### config.mk
export PLATFORM = sky130hd
export DESIGN_NAME = sync_rx_channel
export DESIGN_NICKNAME = d
export VERILOG_FILES = /design/src/common/sync_rx_pkg.sv /design/src/irq_sticky.sv /design/src/sync_hunter.sv /design/src/sync_rx_channel.sv
export SDC_FILE = /design/constraint.sdc
export NUM_CORES = 1
export LEC_CHECK = 0
export BUFFER_PORTS_ARGS = -buffer_cell sky130_fd_sc_hd__buf_2
export CAP_MARGIN = 20
export CELL_PAD_IN_SITES_DETAIL_PLACEMENT = 2
export CELL_PAD_IN_SITES_GLOBAL_PLACEMENT = 2
export CORE_ASPECT_RATIO = 0.75
export CORE_MARGIN = 2
export CORE_UTILIZATION = 37
export DETAILED_ROUTE_END_ITERATION = 16
export MAX_ROUTING_LAYER = met4
export PLACE_DENSITY_LB_ADDON = 0.15
export RECOVER_POWER = 50
export SLEW_MARGIN = 20
export SYNTH_ARGS = -nofsm -noshare
export SYNTH_HDL_FRONTEND = slang
export SYNTH_HIERARCHICAL = 1
export SYNTH_SLANG_ARGS = --single-unit
### constraint.sdc
create_clock -name ref_clk -period 2.9 [get_ports ref_clk]
set_input_delay 0.145 -clock ref_clk [delete_from_list [all_inputs] [get_ports ref_clk]]
set_output_delay 0.145 -clock ref_clk [all_outputs]
set_load 0.01 [all_outputs]
### src/common/sync_rx_pkg.sv
package sync_rx_pkg;

	// ----------------------------------------
	// bus map
	// ----------------------------------------
	localparam logic [7:0] ADDR_CMD = 8'h00;
	localparam logic [7:0] ADDR_RXDATA = 8'h04;
	localparam logic [7:0] ADDR_SRSTAT = 8'h08;
	localparam logic [7:0] ADDR_IRQ_STAT = 8'h0c;
	localparam logic [7:0] ADDR_IRQ_MASK = 8'h10;
	localparam logic [7:0] ADDR_LINE = 8'h14;
	localparam logic [7:0] ADDR_VECTOR = 8'h18;
	localparam logic [1:0] RESP_OKAY = 2'h0;
	localparam logic [1:0] RESP_SLVERR = 2'h2;

	// ----------------------------------------
	// pointer values and commands
	// ----------------------------------------
	localparam logic [2:0] PTR_CMD = 3'h0;
	localparam logic [2:0] PTR_MODE = 3'h1;
	localparam logic [2:0] PTR_VEC = 3'h2;
	localparam logic [2:0] PTR_RXCTL = 3'h3;
	localparam logic [2:0] PTR_TXMODEM = 3'h5;
	localparam logic [2:0] PTR_SYNC1 = 3'h6;
	localparam logic [2:0] PTR_SYNC2 = 3'h7;
	localparam int CMD_LSB = 3;
	typedef enum logic [2:0] {
		CMD_NULL = 3'h0,
		CMD_RESET_EXT = 3'h2,
		CMD_CH_RESET = 3'h3,
		CMD_INT_NEXT = 3'h4,
		CMD_ERR_RESET = 3'h6
	} cmd_t;

	// ----------------------------------------
	// field positions
	// ----------------------------------------
	localparam int MODE_EXT_EN = 0;
	localparam int MODE_SAV = 2;
	localparam int MODE_RXINT_LSB = 3;
	localparam logic [1:0] RXINT_OFF = 2'h0;
	localparam logic [1:0] RXINT_FIRST = 2'h1;
	localparam logic [1:0] RXINT_EVERY = 2'h2;
	localparam int RXC_EN = 0;
	localparam int RXC_SLI = 1;
	localparam int RXC_CRC = 3;
	localparam int RXC_HUNT = 4;
	localparam int RXC_AUTO = 5;
	localparam int RXC_LEN_LSB = 6;
	localparam int TXM_CRC16 = 2;
	localparam int TXM_DTR = 7;
	localparam int SRS_OVERRUN = 5;
	localparam int SRS_CRC = 6;
	localparam int IRQ_RX = 0;
	localparam int IRQ_SPECIAL = 1;
	localparam int IRQ_EXT = 2;
	localparam int IRQ_W = 3;
	localparam int VEC_LSB = 1;
	localparam logic [2:0] CAUSE_NONE = 3'h0;
	localparam logic [2:0] CAUSE_EXT = 3'h1;
	localparam logic [2:0] CAUSE_RX = 3'h2;
	localparam logic [2:0] CAUSE_SPECIAL = 3'h3;

	// ----------------------------------------
	// character lengths by code
	// ----------------------------------------
	localparam logic [3:0] LEN_CODE0 = 4'h5;
	localparam logic [3:0] LEN_CODE1 = 4'h7;
	localparam logic [3:0] LEN_CODE2 = 4'h6;
	localparam logic [3:0] LEN_CODE3 = 4'h8;
	localparam logic [7:0] RESET_VECTOR = 8'h00;

	typedef enum logic {
		ST_HUNT = 1'b0,
		ST_DATA = 1'b1
	} rx_state_t;

endpackage

### src/irq_sticky.sv
`timescale 1ns/1ps
module irq_sticky #(
	parameter int W = 3
) (
	// clock and reset
	input wire logic ref_clk,
	input wire logic rst_b,
	// events and clears
	input wire logic [W-1:0] set_in,
	input wire logic [W-1:0] clr_in,
	input wire logic [W-1:0] mask_in,
	// status
	output logic [W-1:0] status,
	output logic irq
);
	generate
		if (W < 1) begin : g_bad
			$error("irq_sticky needs at least one bit");
		end
	endgenerate

	// set wins over a clear in the same cycle
	for (genvar i = 0; i < W; i++) begin : g_bit
		always_ff @(posedge ref_clk or negedge rst_b) begin
			if (!rst_b) begin
				status[i] <= 1'b0;
			end else if (set_in[i]) begin
				status[i] <= 1'b1;
			end else if (clr_in[i]) begin
				status[i] <= 1'b0;
			end
		end
	end

	always_ff @(posedge ref_clk or negedge rst_b) begin
		if (!rst_b) begin
			irq <= 1'b0;
		end else begin
			irq <= |(status & mask_in);
		end
	end
endmodule

### src/sync_hunter.sv
`timescale 1ns/1ps
module sync_hunter (
	// clock and reset
	input wire logic ref_clk,
	input wire logic rst_b,
	// serial bits
	input wire logic bit_in,
	input wire logic bit_take,
	// setup
	input wire logic [7:0] sync_one,
	input wire logic [7:0] sync_two,
	input wire logic [1:0] len_code,
	input wire logic hunt_req,
	// characters
	output logic char_valid,
	output logic [7:0] char_data,
	output logic in_hunt
);
	sync_rx_pkg::rx_state_t state_reg;
	logic [15:0] shift_reg;
	logic [15:0] shift_next;
	logic [3:0] count_reg;
	logic [3:0] len;

	assign shift_next = {bit_in, shift_reg[15:1]};
	assign in_hunt = (state_reg == sync_rx_pkg::ST_HUNT);

	always_comb begin
		case (len_code)
			2'h0: len = sync_rx_pkg::LEN_CODE0;
			2'h1: len = sync_rx_pkg::LEN_CODE1;
			2'h2: len = sync_rx_pkg::LEN_CODE2;
			default: len = sync_rx_pkg::LEN_CODE3;
		endcase
	end

	always_ff @(posedge ref_clk or negedge rst_b) begin
		if (!rst_b) begin
			shift_reg <= 16'h0000;
		end else if (bit_take) begin
			shift_reg <= shift_next;
		end
	end

	// bits arrive first-sent first; two syncs in a row end the hunt
	always_ff @(posedge ref_clk or negedge rst_b) begin
		if (!rst_b) begin
			state_reg <= sync_rx_pkg::ST_HUNT;
			count_reg <= 4'h0;
			char_valid <= 1'b0;
			char_data <= 8'h00;
		end else begin
			char_valid <= 1'b0;
			if (hunt_req) begin
				state_reg <= sync_rx_pkg::ST_HUNT;
				count_reg <= 4'h0;
			end else if (bit_take) begin
				case (state_reg)
					sync_rx_pkg::ST_HUNT: begin
						if (shift_next == {sync_two, sync_one}) begin
							state_reg <= sync_rx_pkg::ST_DATA;
							count_reg <= 4'h0;
						end
					end
					sync_rx_pkg::ST_DATA: begin
						if (count_reg + 4'h1 == len) begin
							count_reg <= 4'h0;
							char_valid <= 1'b1;
							char_data <= shift_next[15:8] >> (4'h8 - len);
						end else begin
							count_reg <= count_reg + 4'h1;
						end
					end
					default: state_reg <= sync_rx_pkg::ST_HUNT;
				endcase
			end
		end
	end
endmodule

### src/sync_rx_channel.sv
`timescale 1ns/1ps
module sync_rx_channel #(
	parameter bit SECOND_CHANNEL = 1'b1,
	parameter int ADDR_W = 8
) (
	// clock and reset
	input wire logic ref_clk,
	input wire logic rst_b,
	// axi4-lite write address
	input wire logic [ADDR_W-1:0] s_axi_awaddr,
	input wire logic s_axi_awvalid,
	output logic s_axi_awready,
	// axi4-lite write data
	input wire logic [31:0] s_axi_wdata,
	input wire logic [3:0] s_axi_wstrb,
	input wire logic s_axi_wvalid,
	output logic s_axi_wready,
	// axi4-lite write response
	output logic [1:0] s_axi_bresp,
	output logic s_axi_bvalid,
	input wire logic s_axi_bready,
	// axi4-lite read address
	input wire logic [ADDR_W-1:0] s_axi_araddr,
	input wire logic s_axi_arvalid,
	output logic s_axi_arready,
	// axi4-lite read data
	output logic [31:0] s_axi_rdata,
	output logic [1:0] s_axi_rresp,
	output logic s_axi_rvalid,
	input wire logic s_axi_rready,
	// serial line
	input wire logic rx_bit_in,
	input wire logic rx_bit_strobe,
	input wire logic carrier_detect_in,
	// modem control
	output logic dtr_out,
	output logic crc16_select_out,
	// dma handshake
	output logic dma_ready,
	output logic [7:0] dma_data,
	input wire logic dma_ack,
	// interrupt
	output logic irq_out
);
	generate
		if (ADDR_W < 8) begin : g_bad_addr
			$error("sync_rx_channel needs an address of at least 8 bits");
		end
	endgenerate

	// ----------------------------------------
	// write registers
	// ----------------------------------------
	logic [2:0] command_pointer_reg;
	logic [7:0] interrupt_mode_reg;
	logic [7:0] vector_reg;
	logic [7:0] receive_control_reg;
	logic [7:0] transmit_modem_control_reg;
	logic [7:0] sync_char_one_reg;
	logic [7:0] sync_char_two_reg;
	localparam int IRQ_MASK_W = sync_rx_pkg::IRQ_W;
	logic [IRQ_MASK_W-1:0] irq_mask_reg;

	// ----------------------------------------
	// bus slave state
	// ----------------------------------------
	logic aw_held_reg;
	logic w_held_reg;
	logic [ADDR_W-1:0] awaddr_reg;
	logic [31:0] wdata_reg;
	logic [3:0] wstrb_reg;
	logic wr_fire;
	logic rd_fire;
	logic [7:0] wr_addr;
	logic [7:0] rd_addr;
	logic [7:0] wr_byte;
	typedef sync_rx_pkg::cmd_t cmd_field_t;
	cmd_field_t wr_cmd;

	// ----------------------------------------
	// receive path state
	// ----------------------------------------
	logic bit_take;
	logic hunt_req;
	logic char_valid;
	logic [7:0] char_data;
	logic in_hunt;
	logic msg_started_reg;
	logic strip_char;
	logic buf_full_reg;
	logic buf_cpu_reg;
	logic [7:0] buf_data_reg;
	logic first_armed_reg;
	logic overrun_reg;
	logic carrier_prev_reg;
	logic buf_pop;
	logic load_char;
	logic [1:0] rxint_mode;
	logic [sync_rx_pkg::IRQ_W-1:0] irq_set;
	logic [sync_rx_pkg::IRQ_W-1:0] irq_clr;
	logic [sync_rx_pkg::IRQ_W-1:0] irq_status;
	logic irq_level;
	logic [7:0] vector_read;
	logic [2:0] cause;
	logic [31:0] rdata_next;
	logic rresp_err_next;

	assign wr_fire = aw_held_reg && w_held_reg && !s_axi_bvalid;
	assign rd_fire = s_axi_arvalid && s_axi_arready;
	assign wr_addr = awaddr_reg[7:0];
	assign rd_addr = s_axi_araddr[7:0];
	assign wr_byte = wdata_reg[7:0];
	assign wr_cmd = cmd_field_t'(wr_byte[sync_rx_pkg::CMD_LSB +: 3]);
	assign rxint_mode = interrupt_mode_reg[sync_rx_pkg::MODE_RXINT_LSB +: 2];

	// ----------------------------------------
	// axi4-lite write channel
	// ----------------------------------------
	always_ff @(posedge ref_clk or negedge rst_b) begin
		if (!rst_b) begin
			aw_held_reg <= 1'b0;
			w_held_reg <= 1'b0;
			awaddr_reg <= '0;
			wdata_reg <= 32'h00000000;
			wstrb_reg <= 4'h0;
			s_axi_awready <= 1'b0;
			s_axi_wready <= 1'b0;
			s_axi_bvalid <= 1'b0;
			s_axi_bresp <= sync_rx_pkg::RESP_OKAY;
		end else begin
			s_axi_awready <= !aw_held_reg && !(s_axi_awvalid && s_axi_awready) && !s_axi_bvalid;
			s_axi_wready <= !w_held_reg && !(s_axi_wvalid && s_axi_wready) && !s_axi_bvalid;
			if (s_axi_awvalid && s_axi_awready) begin
				aw_held_reg <= 1'b1;
				awaddr_reg <= s_axi_awaddr;
			end
			if (s_axi_wvalid && s_axi_wready) begin
				w_held_reg <= 1'b1;
				wdata_reg <= s_axi_wdata;
				wstrb_reg <= s_axi_wstrb;
			end
			if (wr_fire) begin
				aw_held_reg <= 1'b0;
				w_held_reg <= 1'b0;
				s_axi_bvalid <= 1'b1;
				case (wr_addr)
					sync_rx_pkg::ADDR_CMD,
					sync_rx_pkg::ADDR_IRQ_STAT,
					sync_rx_pkg::ADDR_IRQ_MASK: s_axi_bresp <= sync_rx_pkg::RESP_OKAY;
					default: s_axi_bresp <= sync_rx_pkg::RESP_SLVERR;
				endcase
			end else if (s_axi_bvalid && s_axi_bready) begin
				s_axi_bvalid <= 1'b0;
			end
		end
	end

	// ----------------------------------------
	// pointer-addressed write registers and the directly addressed interrupt mask
	// ----------------------------------------
	always_ff @(posedge ref_clk or negedge rst_b) begin
		if (!rst_b) begin
			command_pointer_reg <= sync_rx_pkg::PTR_CMD;
			interrupt_mode_reg <= 8'h00;
			vector_reg <= sync_rx_pkg::RESET_VECTOR;
			receive_control_reg <= 8'h00;
			transmit_modem_control_reg <= 8'h00;
			sync_char_one_reg <= 8'h00;
			sync_char_two_reg <= 8'h00;
			irq_mask_reg <= '0;
		end else if (wr_fire && wstrb_reg[0]) begin
			if (wr_addr == sync_rx_pkg::ADDR_IRQ_MASK) begin
				irq_mask_reg <= wr_byte[IRQ_MASK_W-1:0];
			end else if (wr_addr == sync_rx_pkg::ADDR_CMD) begin
				// any non-command write returns the pointer to the command register
				command_pointer_reg <= sync_rx_pkg::PTR_CMD;
				case (command_pointer_reg)
					sync_rx_pkg::PTR_CMD: begin
						command_pointer_reg <= wr_byte[2:0];
						if (wr_cmd == sync_rx_pkg::CMD_CH_RESET) begin
							interrupt_mode_reg <= 8'h00;
							receive_control_reg <= 8'h00;
							transmit_modem_control_reg <= 8'h00;
						end
					end
					sync_rx_pkg::PTR_MODE: interrupt_mode_reg <= wr_byte;
					sync_rx_pkg::PTR_VEC: vector_reg <= wr_byte;
					sync_rx_pkg::PTR_RXCTL: receive_control_reg <= wr_byte;
					sync_rx_pkg::PTR_TXMODEM: transmit_modem_control_reg <= wr_byte;
					sync_rx_pkg::PTR_SYNC1: sync_char_one_reg <= wr_byte;
					sync_rx_pkg::PTR_SYNC2: sync_char_two_reg <= wr_byte;
					default: command_pointer_reg <= sync_rx_pkg::PTR_CMD;
				endcase
			end
		end
	end

	// ----------------------------------------
	// modem outputs
	// ----------------------------------------
	always_ff @(posedge ref_clk or negedge rst_b) begin
		if (!rst_b) begin
			dtr_out <= 1'b0;
			crc16_select_out <= 1'b0;
		end else begin
			dtr_out <= transmit_modem_control_reg[sync_rx_pkg::TXM_DTR];
			crc16_select_out <= transmit_modem_control_reg[sync_rx_pkg::TXM_CRC16];
		end
	end

	// ----------------------------------------
	// bit qualification and hunt
	// ----------------------------------------
	assign bit_take = rx_bit_strobe && receive_control_reg[sync_rx_pkg::RXC_EN]
		&& (!receive_control_reg[sync_rx_pkg::RXC_AUTO] || carrier_detect_in);
	assign hunt_req = wr_fire && wstrb_reg[0] && wr_addr == sync_rx_pkg::ADDR_CMD
		&& command_pointer_reg == sync_rx_pkg::PTR_RXCTL && wr_byte[sync_rx_pkg::RXC_HUNT];

	sync_hunter u_hunter (
		.ref_clk(ref_clk),
		.rst_b(rst_b),
		.bit_in(rx_bit_in),
		.bit_take(bit_take),
		.sync_one(sync_char_one_reg),
		.sync_two(sync_char_two_reg),
		.len_code(receive_control_reg[sync_rx_pkg::RXC_LEN_LSB +: 2]),
		.hunt_req(hunt_req),
		.char_valid(char_valid),
		.char_data(char_data),
		.in_hunt(in_hunt)
	);

	// ----------------------------------------
	// sync stripping and receive buffer
	// ----------------------------------------
	assign strip_char = receive_control_reg[sync_rx_pkg::RXC_SLI] && !msg_started_reg
		&& (char_data == sync_char_one_reg || char_data == sync_char_two_reg);
	assign load_char = char_valid && !strip_char;
	assign buf_pop = (rd_fire && rd_addr == sync_rx_pkg::ADDR_RXDATA)
		|| (dma_ack && dma_ready);

	always_ff @(posedge ref_clk or negedge rst_b) begin
		if (!rst_b) begin
			msg_started_reg <= 1'b0;
		end else if (in_hunt) begin
			msg_started_reg <= 1'b0;
		end else if (load_char) begin
			msg_started_reg <= 1'b1;
		end
	end

	// in first-character mode the first data character goes to the cpu, later ones to the dma side; other modes give every character to the cpu
	always_ff @(posedge ref_clk or negedge rst_b) begin
		if (!rst_b) begin
			buf_full_reg <= 1'b0;
			buf_cpu_reg <= 1'b0;
			buf_data_reg <= 8'h00;
		end else if (load_char) begin
			buf_full_reg <= 1'b1;
			buf_data_reg <= char_data;
			buf_cpu_reg <= rxint_mode != sync_rx_pkg::RXINT_FIRST || first_armed_reg;
		end else if (buf_pop) begin
			buf_full_reg <= 1'b0;
		end
	end

	always_ff @(posedge ref_clk or negedge rst_b) begin
		if (!rst_b) begin
			first_armed_reg <= 1'b1;
		end else if (load_char && rxint_mode == sync_rx_pkg::RXINT_FIRST) begin
			first_armed_reg <= 1'b0;
		end else if (wr_fire && wr_addr == sync_rx_pkg::ADDR_CMD
			&& command_pointer_reg == sync_rx_pkg::PTR_CMD
			&& wr_cmd == sync_rx_pkg::CMD_INT_NEXT) begin
			first_armed_reg <= 1'b1;
		end
	end

	always_ff @(posedge ref_clk or negedge rst_b) begin
		if (!rst_b) begin
			dma_ready <= 1'b0;
			dma_data <= 8'h00;
		end else begin
			dma_ready <= buf_full_reg && !buf_cpu_reg && !buf_pop && !load_char;
			dma_data <= buf_data_reg;
		end
	end

	// overrun: a character arrives while the buffer is still unread
	always_ff @(posedge ref_clk or negedge rst_b) begin
		if (!rst_b) begin
			overrun_reg <= 1'b0;
		end else if (load_char && buf_full_reg && !buf_pop) begin
			overrun_reg <= 1'b1;
		end else if (wr_fire && wr_addr == sync_rx_pkg::ADDR_CMD
			&& command_pointer_reg == sync_rx_pkg::PTR_CMD
			&& wr_cmd == sync_rx_pkg::CMD_ERR_RESET) begin
			overrun_reg <= 1'b0;
		end
	end

	always_ff @(posedge ref_clk or negedge rst_b) begin
		if (!rst_b) begin
			carrier_prev_reg <= 1'b0;
		end else begin
			carrier_prev_reg <= carrier_detect_in;
		end
	end

	// ----------------------------------------
	// interrupts
	// ----------------------------------------
	always_comb begin
		irq_set = '0;
		irq_set[sync_rx_pkg::IRQ_RX] = load_char && (rxint_mode == sync_rx_pkg::RXINT_EVERY
			|| (rxint_mode == sync_rx_pkg::RXINT_FIRST && first_armed_reg));
		irq_set[sync_rx_pkg::IRQ_SPECIAL] = load_char && buf_full_reg && !buf_pop
			&& rxint_mode != sync_rx_pkg::RXINT_OFF;
		irq_set[sync_rx_pkg::IRQ_EXT] = interrupt_mode_reg[sync_rx_pkg::MODE_EXT_EN]
			&& (carrier_detect_in != carrier_prev_reg);
		irq_clr = '0;
		if (wr_fire && wstrb_reg[0] && wr_addr == sync_rx_pkg::ADDR_IRQ_STAT) begin
			irq_clr = wr_byte[sync_rx_pkg::IRQ_W-1:0];
		end
		if (wr_fire && wr_addr == sync_rx_pkg::ADDR_CMD
			&& command_pointer_reg == sync_rx_pkg::PTR_CMD
			&& wr_cmd == sync_rx_pkg::CMD_RESET_EXT) begin
			irq_clr[sync_rx_pkg::IRQ_EXT] = 1'b1;
		end
	end

	irq_sticky #(
		.W(sync_rx_pkg::IRQ_W)
	) u_irq (
		.ref_clk(ref_clk),
		.rst_b(rst_b),
		.set_in(irq_set),
		.clr_in(irq_clr),
		.mask_in(irq_mask_reg),
		.status(irq_status),
		.irq(irq_level)
	);

	always_ff @(posedge ref_clk or negedge rst_b) begin
		if (!rst_b) begin
			irq_out <= 1'b0;
		end else begin
			irq_out <= irq_level;
		end
	end

	// ----------------------------------------
	// vector with cause
	// ----------------------------------------
	always_comb begin
		if (irq_status[sync_rx_pkg::IRQ_SPECIAL]) begin
			cause = sync_rx_pkg::CAUSE_SPECIAL;
		end else if (irq_status[sync_rx_pkg::IRQ_RX]) begin
			cause = sync_rx_pkg::CAUSE_RX;
		end else if (irq_status[sync_rx_pkg::IRQ_EXT]) begin
			cause = sync_rx_pkg::CAUSE_EXT;
		end else begin
			cause = sync_rx_pkg::CAUSE_NONE;
		end
		vector_read = vector_reg;
		if (SECOND_CHANNEL && interrupt_mode_reg[sync_rx_pkg::MODE_SAV]) begin
			vector_read[sync_rx_pkg::VEC_LSB +: 3] = cause;
		end
	end

	// ----------------------------------------
	// axi4-lite read channel
	// ----------------------------------------
	always_comb begin
		rdata_next = 32'h00000000;
		rresp_err_next = 1'b0;
		case (rd_addr)
			sync_rx_pkg::ADDR_CMD: rdata_next[2:0] = command_pointer_reg;
			sync_rx_pkg::ADDR_RXDATA: rdata_next[7:0] = buf_data_reg;
			sync_rx_pkg::ADDR_SRSTAT: rdata_next[sync_rx_pkg::SRS_OVERRUN] = overrun_reg;
			sync_rx_pkg::ADDR_IRQ_STAT: rdata_next[sync_rx_pkg::IRQ_W-1:0] = irq_status;
			sync_rx_pkg::ADDR_IRQ_MASK: rdata_next[sync_rx_pkg::IRQ_W-1:0] = irq_mask_reg;
			sync_rx_pkg::ADDR_LINE: rdata_next[3:0] = {carrier_detect_in, buf_full_reg,
				msg_started_reg, in_hunt};
			sync_rx_pkg::ADDR_VECTOR: rdata_next[7:0] = vector_read;
			default: rresp_err_next = 1'b1;
		endcase
	end

	always_ff @(posedge ref_clk or negedge rst_b) begin
		if (!rst_b) begin
			s_axi_arready <= 1'b0;
			s_axi_rvalid <= 1'b0;
			s_axi_rdata <= 32'h00000000;
			s_axi_rresp <= sync_rx_pkg::RESP_OKAY;
		end else begin
			s_axi_arready <= !s_axi_rvalid && !rd_fire;
			if (rd_fire) begin
				s_axi_rvalid <= 1'b1;
				s_axi_rdata <= rdata_next;
				s_axi_rresp <= rresp_err_next ? sync_rx_pkg::RESP_SLVERR : sync_rx_pkg::RESP_OKAY;
			end else if (s_axi_rvalid && s_axi_rready) begin
				s_axi_rvalid <= 1'b0;
			end
		end
	end
endmodule

==> results of run 1 <==
-- critical path: cells and delay by family (launching register included) --
kind	cells	cell delay, ns
DFF	1	0.38
and+or+nand+nor	4	1.71
muxes	1	0.40
-- cell type report --
cell class,instances,share of cell area
inverters,24,0.0116
well taps,236,0.0381
clock inverters,8,0.0124
clock buffers,23,0.0642
multi-input cells,368,0.366
repair buffers,91,0.0754
flip-flops and latches,134,0.433
-- kinds of logic (layout without fill, tap and decap cells) --
logic type               after synthesis  in the layout  synth area share
AO/OA/AOI/OAI                         59             59            0.0608
XOR/XNOR                              38             38            0.0515
adder cells (fa/ha/maj)                5              5           0.00968
buffers and inverters                 66            146            0.0567
flip-flops                           134            134             0.519
multiplexers                          96             96             0.178
other                                  1             26          0.000580
AND/OR/NAND/NOR                      144            144             0.124
-- metal layers --
| layer | part of all wire | wire length [microns] | track usage |
|---|---|---|---|
| met5 | 0 | 0 | - |
| met2 | 0.46 | 7950 | 0.308 |
| met1 | 0.49 | 8520 | 0.282 |
| met3 | 0.033 | 572 | 0.0326 |
| met4 | 0.015 | 265 | 0.0671 |
-- power groups by stage --
stage	logic, mW	registers [mW]	clock network, mW
2_1_floorplan	0.452	2.33	0
5_1_grt	0.767	2.49	2.31
3_3_place_gp	0.639	2.45	0
6_report	0.682	2.44	2.18
3_5_place_dp	0.672	2.48	0
4_1_cts	0.701	2.45	2.23
-- how the worst min path moves through the flow --
stage	startpoint	depth (start not counted)	to	slack, ns
floorplan	rst_b	0	aw_held_reg	-0.15
global placement	rst_b	2	s_axi_rvalid	0.32
detailed placement	rst_b	2	s_axi_rresp[1]	0.33
CTS	s_axi_awvalid	3	aw_held_reg	0.02
global route	s_axi_awvalid	3	aw_held_reg	0.06
finish	s_axi_awvalid	3	aw_held_reg	0.03
-- repair_timing --
item                                   in CTS  in global routing
hold buffers                               22                  0
setup buffers                               0                  0
resized for setup                           0                  0
endpoints found under the hold margin     154                  0
-- placed cells by master (no fill, tap or decap), drive strengths merged, types with 5 or more instances in the layout --
| cell type | netlist | layout |
|---|---|---|
| a21o | 5 | 5 |
| a21oi | 12 | 12 |
| a31oi | 6 | 6 |
| and2 | 6 | 6 |
| buf | 32 | 66 |
| clkbuf | 10 | 26 |
| clkinv | 1 | 6 |
| conb | 1 | 26 |
| dfrtp | 133 | 133 |
| dlygate4sd3 | 0 | 22 |
| ha | 5 | 5 |
| inv | 23 | 23 |
| mux2 | 74 | 74 |
| mux2i | 15 | 15 |
| mux4 | 7 | 7 |
| nand2 | 38 | 38 |
| nand3 | 8 | 8 |
| nand3b | 8 | 8 |
| nand4 | 8 | 8 |
| nor2 | 35 | 35 |
| nor3 | 8 | 8 |
| nor4 | 11 | 11 |
| o21ai | 13 | 13 |
| xnor2 | 21 | 21 |
| xor2 | 17 | 17 |
==> metrics.txt, run 1 <==
Initial DRC Count=172; starting density of the core=0.381; first-pass GRT wire length=27.7 mm; critical path fanouts, max=8; switching share of power=0.286; count of cell types in the netlist=63; site row count=41; synth cell count leaders=133 x dfrtp_1, 72 x mux2_2, 38 x nand2_1; max_slew headroom=-0.256; DRT antenna net count=0; failing checks=max-capacitance violations, max-slew violations; Final Non-Filler Cells=884; Pwr Total=5.31 mW; post-synthesis sequential area ratio=0.519; Detail Placement HPWL=12.0 mm; Reg area=3350 sq um; maximum vdd ir drop=0.374 mV; cell taking the most area after synthesis=dfrtp_1; area of the core=17000 sq um; GRT Util Overall=0.204; vias=4474; Reg power frac=0.460; pwr dens=685 nW/um^2; CP max stage delay=0.57 ns; most area-consuming cells after synthesis=dfrtp_1 52%, mux2_2 13%, buf_4 3.1%; Post-Place Cell Area=6950 sq um; setup slack after layout=0.292 ns; ys async rst share=1.00; initial antenna violation count=0; top-count cell post-synth=dfrtp_1; post-route cell area=7750 sq um; WS Path Type=reg2reg; syn avg cell area=11.9 sq um; drt pass-1 iters=4; Static Leak=3.70 nW; final hold violation count=0; Syn-to-layout area delta=20.0%; Startpoint Class=register; final cycle utilization of the critical path=0.899; critical-path cell list=or4_4 -> nor4_4 -> nand2b_1 -> nor3_4 -> mux2_2; Final nets=704; Post-Syn Instances=543; largest net degree at the start of global routing=135; post-layout util=0.457; chip height=118 microns; via/cell ratio=5.06; worst hold path type=in2reg; Ports=116; drt wl/cell=19.6 microns; worst-margin pin slew=1.88 ns; area of the die=18600 sq um; area of the mapped netlist=6460 sq um; status=finished with violations; Reg-to-Reg Start=awaddr_reg[0]; port bufs=62; H-tree depth=4; Worst path slowest cell=or4_4; vias in the first global route=4906; Root Buffer=clkbuf_16; max reg flops=15; crit path DAT=2.91 ns; CP required=3.20 ns; Post-Route WL=17.3 mm; fillcell total=1703; CTS tree=yes; Pint=3.79 mW; total clock sinks=134; R2R depth=5; share of layout cells above drive strength 1=0.298; R2R setup slack=0.29 ns; clk_skew=0.0103 ns; Final Wtd Congestion=0.806; diode count=0; hold_ws=0.0319 ns; Final Slew Violations=135; setup TNS=0 ns; RSZ-0062 raised after global routing=no; Worst Setup End Kind=register; cts bufs inserted=17; dpl cells=831; #FFs+latches synth=134; Max Cap Viol=1; Switch Pwr=1.52 mW; clock power share=0.411; worst setup path endpoint=sync_char_two_reg[3]; Final Setup Violations=0; maximum clock path buffer count=2; Tmin final=2.61 ns; Synth top area share=0.515; total gr overflow=0; Fmax=383 MHz; number of remaining DRC errors=0; clock latency on the worst-skew pair=0.42 ns; pre-CTS worst setup slack=0.285 ns; RR Endpoint=sync_char_two_reg[3]; multi-input logic area=2840 sq um; Synth warnings=6; EDFF count, synth=0; Clock transition at path regs=0.06 ns; Comb power frac=0.128; ys flop type=dfrtp_1; die width=157 microns; Setup crit start=awaddr_reg[0]
Note: power is estimated with default switching activity, not from simulation.
==> run 2, diff against run 1 <==
==> constraint.sdc (replaced) <==
create_clock -name ref_clk -period 2.9 [get_ports ref_clk]
set_input_delay 0.29 -clock ref_clk [delete_from_list [all_inputs] [get_ports ref_clk]]
set_output_delay 0.29 -clock ref_clk [all_outputs]
set_load 0.01 [all_outputs]
==> metrics.txt, run 2 (same netlist as run 1, synthesis figures left out) <==
R2R depth=5 (unchanged); Worst path slowest cell=or4_4; hold depth=2 (-1); R2R setup slack=0.29 ns (about the same); Final Setup Violations=0 (unchanged); area of the core=17000 sq um (unchanged); Post-Route WL=17.7 mm (+2.5%); CP required=3.20 ns (about the same); Root Buffer=clkbuf_16; drt wl/cell=20.6 microns (+5.0%); vias=4433 (-0.92%); vias in the first global route=4910 (+0.082%); Syn-to-layout area delta=16.1%; number of remaining DRC errors=0 (unchanged); min-delay src=s_axi_rready; max reg flops=15 (unchanged); Fmax=384 MHz (+0.12%); starting density of the core=0.381 (unchanged); final hold violation count=0 (unchanged); setup TNS=0 ns (unchanged); drt pass-1 iters=4 (unchanged); Final Wtd Congestion=0.801 (-0.65%); largest net degree at the start of global routing=89 (-34%); Setup crit start=awaddr_reg[0]; Reg-to-Reg Start=awaddr_reg[0]; chip height=118 microns (unchanged); Static Leak=3.57 nW (-3.3%); Ports=116 (unchanged); worst-margin pin slew=1.17 ns (-0.718 ns); total clock sinks=134 (unchanged); clk_skew=0.0173 ns (+0.00695 ns); final cycle utilization of the critical path=0.898 (-0.00106); clock latency on the worst-skew pair=0.43 ns (about the same); maximum clock path buffer count=2 (unchanged); GRT Util Overall=0.210 (+0.00636); worst hold path type=in2reg; H-tree depth=4 (unchanged); WS Path Type=reg2reg; DRT antenna net count=0 (unchanged); Startpoint Class=register; Worst Setup End Kind=register; port bufs=62 (unchanged); pwr dens=681 nW/um^2 (-0.54%); Clock transition at path regs=0.06 ns (about the same); commonest non-fill, non-tap cell in the layout=dfrtp_1; site row count=41 (unchanged); Initial DRC Count=198 (+15%); dpl cells=832 (+0.12%); buffers plus inverters on the worst setup path=0 (unchanged); Final nets=684 (-2.8%); crit-path leading delay family=simple AND/OR/NAND/NOR gates; CTS tree=yes; WHS Endpoint=s_axi_rvalid; initial antenna violation count=1 (+1); max_slew headroom=0.223 (+0.479); cts bufs inserted=17 (unchanged); Final Slew Violations=0 (-100%); hold_ws=0.0431 ns (+0.0113 ns); critical path fanouts, max=8 (unchanged); total gr overflow=0 (unchanged); Max Cap Viol=0 (-1); first-pass GRT wire length=28.5 mm (+3.1%); commonest non-fill, non-tap cells in the layout=133 x dfrtp_1, 72 x mux2_2, 60 x buf_2, 38 x nand2_1, 34 x nor2_1; RR Endpoint=sync_char_two_reg[5]; crit path DAT=2.90 ns (about the same); via/cell ratio=5.14 (+1.5%); share of layout cells above drive strength 1=0.305 (+0.00679); Tmin final=2.61 ns (-0.00309 ns); Final Non-Filler Cells=863 (-2.4%); critical-path cell list=or4_4 -> nor4_4 -> nand2b_1 -> nor3_4 -> mux2_2; maximum vdd ir drop=0.415 mV (+11%); die width=157 microns (unchanged); diode count=0 (unchanged); area of the die=18600 sq um (unchanged); RSZ-0062 raised after global routing=no; status=completed; Detail Placement HPWL=12.5 mm (+4.2%); CP max stage delay=0.57 ns (about the same)
## run 2: cell types whose count changed in the layout (fill, tap and decap cells not counted), sizes merged
cell / previous run / this run
dlygate4sd3: 22 / 1
clkinvlp: 1 / 4
clkbuf: 26 / 24
buf: 66 / 67
bufinv: 2 / 1
clkinv: 6 / 5
## run 2: cell type report
| class | instances | area [sq um] |
|---|---|---|
| clock inverters | 9 | 80.1 |
| fillers | 1723 | 9480 |
| flip-flops and latches | 134 | 3350 |
| well taps | 236 | 295 |
| repair buffers | 71 | 388 |
| inverters | 24 | 90.1 |
| multi-input cells | 368 | 2840 |
| clock buffers | 21 | 460 |
## run 2: routing by layer
layer  track usage  wire, microns  vias up
li1              -              -     2013
met1         0.287           8470     2318
met2         0.323           8460       91
met3        0.0385            660       11
met4        0.0579            160        0
met5             -              0        -
## run 2: power breakdown
group	internal, mW	total (mW)	leakage, nW	switching (mW)
logic	0.308	0.665	1.56	0.357
clock network	1.21	2.01	0.257	0.802
registers	2.10	2.44	1.75	0.341
## run 2: per-stage QoR
stage          total power, mW  area [sq um]  worst slack, ns  utilization
2_1_floorplan             2.78          6560            0.425            -
3_5_place_dp              3.14          6960            0.278        0.410
5_1_grt                   5.37          7500            0.168        0.442
3_3_place_gp              3.09          6960            0.373        0.410
4_1_cts                   5.19          7510            0.256        0.442
6_report                  5.11          7500            0.295        0.442
## run 2: what timing repair did
action,in CTS,in global routing
hold endpoints to repair,17,0
buffers inserted,0,0
hold buffers,1,0
gates resized for setup,0,0
## run 2: worst max path at each step
| stage | to | slack, ns | cells after the start |
|---|---|---|---|
| global route | sync_char_two_reg[5] | 0.17 | 5 |
| detailed placement | sync_char_two_reg[3] | 0.28 | 5 |
| global placement | sync_char_two_reg[7] | 0.37 | 5 |
| CTS | sync_char_two_reg[3] | 0.26 | 5 |
| floorplan | u_hunter/char_data[5] | 0.43 | 8 |
| finish | sync_char_two_reg[5] | 0.29 | 5 |
